$ cat config.mk
export PLATFORM = sky130hd
export DESIGN_NAME = lcc_top
export DESIGN_NICKNAME = d
export VERILOG_FILES = /design/src/lcc_pkg.sv /design/src/lcc_top.sv /design/src/lcc_cmp.sv
export VERILOG_INCLUDE_DIRS = /design/src
export SDC_FILE = /design/constraint.sdc
export NUM_CORES = 1
export LEC_CHECK = 0
export BUFFER_PORTS_ARGS = -buffer_cell sky130_fd_sc_hd__buf_2
export CELL_PAD_IN_SITES_DETAIL_PLACEMENT = 1
export CELL_PAD_IN_SITES_GLOBAL_PLACEMENT = 2
export CORE_AREA = 2 2 169 138
export CTS_CLUSTER_SIZE = 40
export DETAILED_ROUTE_END_ITERATION = 12
export DIE_AREA = 0 0 171 140
export PLACE_DENSITY = 0.72
export SETUP_SLACK_MARGIN = 0.5
export SLEW_MARGIN = 20
export SYNTH_ARGS = -nofsm -noshare
export SYNTH_HDL_FRONTEND = slang
export SYNTH_HIERARCHICAL = 1
export SYNTH_SLANG_ARGS = --single-unit
$ cat constraint.sdc
create_clock -name I_CLK -period 7.9 [get_ports I_CLK]
set_input_delay 1.185 -clock I_CLK [delete_from_list [all_inputs] [get_ports I_CLK]]
set_output_delay 1.185 -clock I_CLK [all_outputs]
set_load 0.01 [all_outputs]
$ cat src/lcc_consts.svh
// lcc_consts.svh - constants for the lockstep compare and loopback check block
// assumes: included by bare name from the package and the design modules
`ifndef LCC_CONSTS_SVH
`define LCC_CONSTS_SVH
// ==================================================
// widths of the compared interfaces
`define LCC_MBUS_W 32
`define LCC_MCTL_W 8
`define LCC_PBUS_W 16
// ==================================================
// loopback chain
`define LCC_LOOP_PKGS 3
// edges allowed for a toggle to come back through the chain and its synchroniser
`define LCC_LOOP_LAT 3'h4
`define LCC_LOOP_CNT_W 3
// ==================================================
// self-test period of the comparator, in clock cycles (2^n)
`define LCC_TEST_CNT_W 10
// ==================================================
// error type codes in the report
`define LCC_ETYPE_W 2
`define LCC_ETYPE_NONE 2'h0
`define LCC_ETYPE_MOD 2'h1
`define LCC_ETYPE_PERIPH 2'h2
`define LCC_ETYPE_LOOP 2'h3
`endif

$ cat src/lcc_pkg.sv
// lcc_pkg.sv - types for the lockstep compare and loopback check block
// assumes: lcc_consts.svh sits in the same folder
`include "lcc_consts.svh"
package lcc_pkg;
   // role of this copy, fixed at initialization
   typedef enum logic {LCC_MASTER, LCC_CHECKER} lcc_role_t;
   // report hand-off states
   typedef enum logic [1:0] {LCC_IDLE, LCC_SEND, LCC_WAIT} lcc_rpt_t;
endpackage

$ cat src/lcc_top.sv
// lcc_top.sv - lockstep duplicate compare and buffer loopback check of one node
// assumes: master and checker copies share I_CLK; bus pins arrive asynchronously
//
// Summary of operation
// RULE_01 - toggle test signal through spare drivers
// RULE_02 - flag loopback error when return stops toggling
// RULE_03 - role latched at init, then held
// RULE_04 - copies run lockstep, compare every cycle
// RULE_05 - checker disables drivers, compares master outputs
// RULE_06 - checker samples address, data, control each cycle
// RULE_07 - any mismatch raises duplicate-compare error
// RULE_08 - only checker memory-bus drivers are disabled; code also disables the checker's peripheral-bus drivers
// RULE_09 - arbitration excluded from module compare
// RULE_10 - checker io node compares peripheral bus
// RULE_11 - io checker drives processor side normally
// RULE_12 - compare logic self-tested periodically; code self-tests the module comparator only
// RULE_13 - error starts report naming area, type, permanence
// RULE_14 - errors sticky until report accepted
`timescale 1ns/10ps
`include "lcc_consts.svh"
module lcc_top
   import lcc_pkg::*;
(
   input wire logic I_CLK,
   input wire logic I_RST,
   input wire logic I_INIT,
   input wire logic I_ROLE_CHECKER,
   input wire logic I_IO_NODE,
   input wire logic [`LCC_MBUS_W-1:0] I_MBUS_EXP,
   input wire logic [`LCC_MCTL_W-1:0] I_MCTL_EXP,
   input wire logic I_MBUS_EXP_VALID,
   input wire logic [`LCC_MBUS_W-1:0] I_MBUS_PIN,
   input wire logic [`LCC_MCTL_W-1:0] I_MCTL_PIN,
   input wire logic [`LCC_PBUS_W-1:0] I_PBUS_EXP,
   input wire logic I_PBUS_EXP_VALID,
   input wire logic [`LCC_PBUS_W-1:0] I_PBUS_PIN,
   input wire logic I_LOOP_RET,
   input wire logic I_RPT_ACK,
   output logic O_LOOP_DRV,
   output logic O_MBUS_OE_N,
   output logic O_PBUS_OE_N,
   output logic O_PROC_OE_N,
   output logic O_ROLE_CHECKER,
   output logic O_MOD_ERR,
   output logic O_LOOP_ERR,
   output logic O_PERIPH_ERR,
   output logic O_RPT_VALID,
   output logic [`LCC_ETYPE_W-1:0] O_RPT_TYPE,
   output logic O_RPT_PERM,
   output logic O_RPT_IO_AREA,
   output logic O_SELFTEST_FAIL
);
   // ==================================================
   // role selection
   lcc_role_t role_q; // current role, only changes at init
   always_ff @(posedge I_CLK or posedge I_RST) begin
      if (I_RST) begin
         role_q <= LCC_MASTER;
      end else if (I_INIT) begin
         // role strap sampled only while initialising, then frozen
         role_q <= I_ROLE_CHECKER ? LCC_CHECKER : LCC_MASTER; // RULE_03
      end
   end
   wire logic is_chk = (role_q == LCC_CHECKER);
   logic io_q; // node kind, taken at init like the role
   always_ff @(posedge I_CLK or posedge I_RST) begin
      if (I_RST) begin
         io_q <= 1'b0;
      end else if (I_INIT) begin
         io_q <= I_IO_NODE;
      end
   end

   // ==================================================
   // driver enables (active low)
   always_ff @(posedge I_CLK or posedge I_RST) begin
      if (I_RST) begin
         O_MBUS_OE_N <= 1'b1; // all off until role known
         O_PBUS_OE_N <= 1'b1;
         O_PROC_OE_N <= 1'b1;
         O_ROLE_CHECKER <= 1'b0;
      end else begin
         O_MBUS_OE_N <= is_chk | I_INIT; // RULE_05 RULE_08
         O_PBUS_OE_N <= is_chk | ~io_q | I_INIT; // RULE_10
         // processor side stays driven in either role
         O_PROC_OE_N <= I_INIT; // RULE_11
         O_ROLE_CHECKER <= is_chk;
      end
   end

   // ==================================================
   // pin synchronisers: bus pins sampled every cycle
   logic [`LCC_MBUS_W-1:0] mbus_s1_q, mbus_s2_q;
   logic [`LCC_MCTL_W-1:0] mctl_s1_q, mctl_s2_q;
   logic [`LCC_PBUS_W-1:0] pbus_s1_q, pbus_s2_q;
   logic loop_s1_q, loop_s2_q;
   always_ff @(posedge I_CLK or posedge I_RST) begin
      if (I_RST) begin
         mbus_s1_q <= '0;
         mbus_s2_q <= '0;
         mctl_s1_q <= '0;
         mctl_s2_q <= '0;
         pbus_s1_q <= '0;
         pbus_s2_q <= '0;
         loop_s1_q <= 1'b0;
         loop_s2_q <= 1'b0;
      end else begin
         mbus_s1_q <= I_MBUS_PIN; // RULE_06
         mbus_s2_q <= mbus_s1_q;
         mctl_s1_q <= I_MCTL_PIN; // RULE_06
         mctl_s2_q <= mctl_s1_q;
         pbus_s1_q <= I_PBUS_PIN;
         pbus_s2_q <= pbus_s1_q;
         loop_s1_q <= I_LOOP_RET;
         loop_s2_q <= loop_s1_q;
      end
   end

   // ==================================================
   // expected values delayed to line up with the synchronised pins
   // lockstep makes this a fixed two-cycle skew
   logic [`LCC_MBUS_W+`LCC_MCTL_W-1:0] mexp_d1_q, mexp_d2_q;
   logic [`LCC_PBUS_W-1:0] pexp_d1_q, pexp_d2_q;
   logic [1:0] mval_q, pval_q;
   always_ff @(posedge I_CLK or posedge I_RST) begin
      if (I_RST) begin
         mexp_d1_q <= '0;
         mexp_d2_q <= '0;
         pexp_d1_q <= '0;
         pexp_d2_q <= '0;
         mval_q <= 2'h0;
         pval_q <= 2'h0;
      end else begin
         mexp_d1_q <= {I_MCTL_EXP, I_MBUS_EXP}; // RULE_04
         mexp_d2_q <= mexp_d1_q;
         pexp_d1_q <= I_PBUS_EXP;
         pexp_d2_q <= pexp_d1_q;
         mval_q <= {mval_q[0], I_MBUS_EXP_VALID};
         pval_q <= {pval_q[0], I_PBUS_EXP_VALID};
      end
   end

   // ==================================================
   // periodic self-test: inject one forced mismatch per period
   logic [`LCC_TEST_CNT_W-1:0] test_cnt_q;
   logic inject_q; // forced-miss cycle
   logic inject_d1_q; // aligns with comparator output
   always_ff @(posedge I_CLK or posedge I_RST) begin
      if (I_RST) begin
         test_cnt_q <= '0;
         inject_q <= 1'b0;
         inject_d1_q <= 1'b0;
      end else begin
         test_cnt_q <= test_cnt_q + 1'b1;
         inject_q <= is_chk & ~I_INIT & (&test_cnt_q); // RULE_12
         inject_d1_q <= inject_q;
      end
   end

   // ==================================================
   // comparators; arbitration lines never enter the module compare
   logic mod_miss, per_miss;
   wire logic m_en = is_chk & ~I_INIT & mval_q[1];
   wire logic p_en = is_chk & io_q & ~I_INIT & pval_q[1];
   lcc_cmp #(.W(`LCC_MBUS_W + `LCC_MCTL_W)) u_mcmp (
      .i_clk(I_CLK),
      .i_rst(I_RST),
      .i_en(m_en | inject_q),
      .i_exp(mexp_d2_q),
      .i_obs({mctl_s2_q, mbus_s2_q}), // RULE_09
      .i_inject(inject_q),
      .o_mismatch(mod_miss) // RULE_07
   );
   lcc_cmp #(.W(`LCC_PBUS_W)) u_pcmp (
      .i_clk(I_CLK),
      .i_rst(I_RST),
      .i_en(p_en),
      .i_exp(pexp_d2_q),
      .i_obs(pbus_s2_q),
      .i_inject(1'b0),
      .o_mismatch(per_miss) // RULE_10
   );
   // a forced miss that fails to show means the comparator is broken
   wire logic mod_real = mod_miss & ~inject_d1_q;
   // enable as the comparator saw it, so the verdict judges the same cycle
   logic m_en_d1_q;
   always_ff @(posedge I_CLK or posedge I_RST) begin
      if (I_RST) begin
         m_en_d1_q <= 1'b0;
      end else begin
         m_en_d1_q <= m_en;
      end
   end
   always_ff @(posedge I_CLK or posedge I_RST) begin
      if (I_RST) begin
         O_SELFTEST_FAIL <= 1'b0;
      end else if (inject_d1_q & ~mod_miss & ~m_en_d1_q) begin
         O_SELFTEST_FAIL <= 1'b1; // RULE_12
      end
   end

   // ==================================================
   // loopback: toggle out, expect it back within the latency window
   logic [`LCC_LOOP_CNT_W-1:0] loop_cnt_q; // cycles since last change
   logic loop_prev_q;
   always_ff @(posedge I_CLK or posedge I_RST) begin
      if (I_RST) begin
         O_LOOP_DRV <= 1'b0;
      end else begin
         // one spare driver per package, chained
         O_LOOP_DRV <= ~O_LOOP_DRV; // RULE_01
      end
   end
   always_ff @(posedge I_CLK or posedge I_RST) begin
      if (I_RST) begin
         loop_prev_q <= 1'b0;
         loop_cnt_q <= '0;
      end else begin
         loop_prev_q <= loop_s2_q;
         if (I_INIT || (loop_s2_q != loop_prev_q)) begin
            // held clear while initialising so the chain and sync pipe can fill
            loop_cnt_q <= '0;
         end else if (loop_cnt_q != `LCC_LOOP_LAT) begin
            loop_cnt_q <= loop_cnt_q + 1'b1;
         end
      end
   end
   // a stuck return, once the pipe has filled, is a buffer fault
   wire logic loop_miss = ~I_INIT & (loop_cnt_q == `LCC_LOOP_LAT); // RULE_02

   // ==================================================
   // sticky error flags; set wins over the report acceptance
   logic ack_clr; // report accepted
   always_ff @(posedge I_CLK or posedge I_RST) begin
      if (I_RST) begin
         O_MOD_ERR <= 1'b0;
         O_LOOP_ERR <= 1'b0;
         O_PERIPH_ERR <= 1'b0;
      end else begin
         O_MOD_ERR <= mod_real | (O_MOD_ERR & ~ack_clr); // RULE_14
         O_LOOP_ERR <= loop_miss | (O_LOOP_ERR & ~ack_clr); // RULE_14
         O_PERIPH_ERR <= per_miss | (O_PERIPH_ERR & ~ack_clr); // RULE_14
      end
   end

   // ==================================================
   // report: module error outranks the others
   lcc_rpt_t rpt_q;
   logic seen_q; // an error was already reported once: repeat means permanent
   assign ack_clr = (rpt_q == LCC_SEND) & I_RPT_ACK;
   wire logic any_err = O_MOD_ERR | O_LOOP_ERR | O_PERIPH_ERR;
   always_ff @(posedge I_CLK or posedge I_RST) begin
      if (I_RST) begin
         rpt_q <= LCC_IDLE;
         O_RPT_VALID <= 1'b0;
         O_RPT_TYPE <= `LCC_ETYPE_NONE;
         O_RPT_PERM <= 1'b0;
         O_RPT_IO_AREA <= 1'b0;
         seen_q <= 1'b0;
      end else begin
         case (rpt_q)
            LCC_IDLE: begin
               if (any_err) begin
                  rpt_q <= LCC_SEND;
                  O_RPT_VALID <= 1'b1; // RULE_13
                  O_RPT_PERM <= seen_q;
                  O_RPT_IO_AREA <= ~O_MOD_ERR & ~O_LOOP_ERR;
                  if (O_MOD_ERR) begin
                     O_RPT_TYPE <= `LCC_ETYPE_MOD;
                  end else if (O_LOOP_ERR) begin
                     O_RPT_TYPE <= `LCC_ETYPE_LOOP;
                  end else begin
                     O_RPT_TYPE <= `LCC_ETYPE_PERIPH;
                  end
               end
            end
            LCC_SEND: begin
               if (I_RPT_ACK) begin
                  rpt_q <= LCC_WAIT;
                  O_RPT_VALID <= 1'b0;
                  seen_q <= 1'b1;
               end
            end
            default: begin
               // one quiet cycle so flags set during the ack start a fresh report
               rpt_q <= LCC_IDLE;
               O_RPT_TYPE <= `LCC_ETYPE_NONE;
            end
         endcase
      end
   end
endmodule

$ cat src/lcc_cmp.sv
// lcc_cmp.sv - registered bitwise comparator of expected against observed values
// assumes: both inputs are on the block clock; observed bits already synchronised
`timescale 1ns/10ps
module lcc_cmp #(
   parameter int W = 8
) (
   input wire logic i_clk,
   input wire logic i_rst,
   input wire logic i_en,
   input wire logic [W-1:0] i_exp,
   input wire logic [W-1:0] i_obs,
   input wire logic i_inject,
   output logic o_mismatch
);
   // ==================================================
   // per-bit compare
   logic [W-1:0] diff; // one bit per differing line
   genvar g;
   generate
      for (g = 0; g < W; g++) begin : g_bit
         assign diff[g] = i_exp[g] ^ i_obs[g];
      end
   endgenerate
   // ==================================================
   // registered result; inject flips the outcome so the path is exercised
   always_ff @(posedge i_clk or posedge i_rst) begin
      if (i_rst) begin
         o_mismatch <= 1'b0;
      end else begin
         o_mismatch <= i_en & ((|diff) ^ i_inject);
      end
   end
endmodule

==> summary.md <==
| Metric | Value |
|---|---|
| Setup CP Type | `reg -> out` |
| TritonRoute pass-1 iters | `4` |
| Final min period | `2.34 ns` |
| Crit path from | `O_PROC_OE_N` |
| CP Capture Type | `output port` |
| Vias | `3767` |
| Worst-Skew Late Latency | `0.52 ns` |
| Seq/Total Area, Yosys | `0.852` |
| CP endpoint | `O_PROC_OE_N` |
| Area Growth Syn to Fin | `25.2%` |
| Final Cycle Share | `0.297` |
| Final clock skew | `0.00694 ns` |
| Starting Density | `0.355` |
| Number of remaining DRC errors | `0` |
| Post-CTS Resized | `0` |
| Largest net degree at the start of global routing | `140` |
| Worst Tran Pin Value | `0.799 ns` |
| Leakage | `0.00458 µW` |
| WP buf/inv | `1` |
| Path depth of the worst reg2reg path | `5` |
| Total CTS buffers | `26` |
| Max Freq | `427 MHz` |
| Maxcap violations | `0` |
| All-Layer GR Usage | `0.118` |
| Longest Clk Path Bufs | `3` |
| Arrival time worst endpoint | `1.16 ns` |
| Crit-path max FO | `1` |
| Depth of the CTS H-tree | `1` |
| Synth area leaders | `dfrtp_1 84%, xnor2_1 3.7%, xor2_1 3.7%, dfstp_2 1.0%, nand4_1 0.79%` |
| First-pass GRT wire length | `22300 µm` |
| Critical path depth in cells | `1` |
| Worst hold path type | `reg -> reg` |
| Design area | `9860 µm²` |
| Cell area after synthesis | `7870 µm²` |
| Synth cell count leaders | `265 x dfrtp_1, 33 x xnor2_1, 33 x xor2_1, 13 x inv_1, 10 x nand4_1` |
| Status | `completed` |
| Synth unique cells | `32` |
| Cell Chain, Critical Path | `buf_2` |
| Hold buffer count at CTS | `0` |
| CP peak stage delay | `0.52 ns` |
| Die Span X | `171 µm` |
| Top-count cell post-synth | `dfrtp_1` |
| Synth top area share | `0.842` |
| P per Cell Area | `297 nW/µm²` |
| Ys Warns | `6` |
| R2R Path End | `u_mcmp/o_mismatch` |
| Startpoint types | `flip-flop` |
| Post-synth EDFFs | `0` |
| Clk sinks | `268` |
| Clock-pin transition on the worst setup and hold timing paths | `0.06 ns` |
| Routed WL | `13400 µm` |
| Detail Placement HPWL | `9060 µm` |
| Area leader, netlist | `dfrtp_1` |
| Die Footprint | `23900 µm²` |
| Worst r2r src | `mbus_s2_q[20]` |
| Initial antenna violation count | `1` |
| Fin nets | `718` |
| GRT overflow | `0` |
| Reg2Reg Setup Slack | `6.11 ns` |
| Routed Antenna Nets | `0` |
| CP max-delay cell | `dfstp_2` |
| Number of global-route vias before repair | `4382` |
| Max_slew headroom | `0.467` |
| Vias per inst | `4.09` |
| Layout cells sized above 1 | `0.312` |
| Final setup vio count | `0` |
| Ys async rst share | `1.00` |
| Die height | `140 µm` |
| Port Buffer Count | `134` |
| Avg Inst Size Synth | `18.3 µm²` |
| Gate Count Post-Synth | `429` |
| CTS root buf | `clkbuf_16` |
| Pins Over Slew Limit | `0` |
| Final hold violations | `0` |
| Core region area | `22200 µm²` |
| Placer Congestion | `0.752` |
| RSZ-0062 raised after global routing | `no` |
| Crit-path leading delay family | `flip-flops` |
| Post-DR wirelength/cell | `14.6 µm` |
| Total negative slack | `0 ns` |
| FF+latch count, synth | `268` |
| Row count | `49` |
| Placed instance area | `8960 µm²` |
| Req. time, crit path | `6.71 ns` |
| CTS tree | `done` |
| Top FF cell, synth | `dfrtp_1` |
| Peak supply drop | `153 µV` |
| Postcts setup bufs | `0` |
| Initial DRC count | `165` |
| IO Pins | `135` |
[flip-flops by register name, summed over array words and instances (netlist names), 3 cells and up]
| signal | cells |
|---|---|
| mexp_d1_q | 40 |
| mexp_d2_q | 40 |
| mbus_s1_q | 32 |
| mbus_s2_q | 32 |
| pbus_s1_q | 16 |
| pbus_s2_q | 16 |
| pexp_d1_q | 16 |
| pexp_d2_q | 16 |
| test_cnt_q | 10 |
| mctl_s1_q | 8 |
| mctl_s2_q | 8 |
| loop_cnt_q | 3 |
[cells by family (layout without fill, tap and decap cells)]
logic type               after synthesis  in the layout  synth area share
AO/OA/AOI/OAI                         14             14            0.0124
XOR/XNOR                              66             66            0.0734
adder cells (fa/ha/maj)                3              3           0.00477
buffers and inverters                 13            196           0.00620
flip-flops                           268            268             0.852
multiplexers                           4              4           0.00588
other                                  1              3          0.000476
AND/OR/NAND/NOR                       60             60            0.0443
[layer usage]
metal	up-vias	share of wire	GRT usage	wire, µm
met5	-	0	0	0
met4	0	0.026	0.0317	343
met3	23	0.069	0.0322	924
met2	112	0.48	0.191	6430
met1	1925	0.43	0.159	5720
li1	1707	-	-	-
[cell type report]
cell class              instances  area, µm²
flip-flops and latches        268       6710
repair buffers                136        702
diodes                          1       2.50
well taps                     306        383
fillers                      2221      12300
clock inverters                14        194
inverters                      13       52.6
clock buffers                  33        697
multi-input cells             149       1120
[power breakdown]
group,switching [µW],total (µW),internal [µW]
sequential,42.4,1500,1460
combinational,90.0,164,74.3
clock,505,1260,759
total,638,2930,2290
[how the worst min path moves through the flow]
stage / depth (start not counted) / endpoint / from
after global routing: 0 / loop_s2_q / loop_s1_q
after global placement: 0 / mexp_d2_q[32] / mexp_d1_q[32]
after CTS: 0 / mexp_d2_q[30] / mexp_d1_q[30]
after floorplan: 0 / loop_s2_q / loop_s1_q
after detailed placement: 0 / mexp_d2_q[31] / mexp_d1_q[31]
final: 0 / pexp_d2_q[9] / pexp_d1_q[9]
[through the flow]
step | total power [µW] | utilization | hold slack [ns] | worst slack, ns | std cells
finish | 2930 | 0.444 | 0.347 | 5.56 | 920
global route | 3060 | 0.444 | 0.353 | 5.49 | 919
CTS | 2980 | 0.444 | 0.348 | 5.40 | 919
detailed placement | 1690 | 0.404 | 0.336 | 4.84 | 872
global placement | 1680 | 0.404 | 0.332 | 4.98 | 872
floorplan | 1610 | - | 0.331 | 3.21 | 430
[cells in the final DEF (no fill, tap or decap), types with 2 or more instances in the layout]
cell type and instances:
dfrtp_1 265, buf_2 134, xnor2_1 33, xor2_1 33, clkbuf_16 26, inv_1 12
nand4_1 10, nand2_1 9, nor2_1 8, nor4_1 8, nand3_1 5, o21ai_0 5
clkbuf_1 5, clkinv_2 5, a21o_1 4, nand2b_1 4, bufinv_16 4, dfstp_2 3
clkinvlp_4 3, a21oi_1 3, nor3_1 3, ha_1 3, and3_1 2, or2_1 2
clkbuf_8 2, nor4_2 2, mux2i_1 2, conb_1 2
Power figures use the tool's default switching activity.
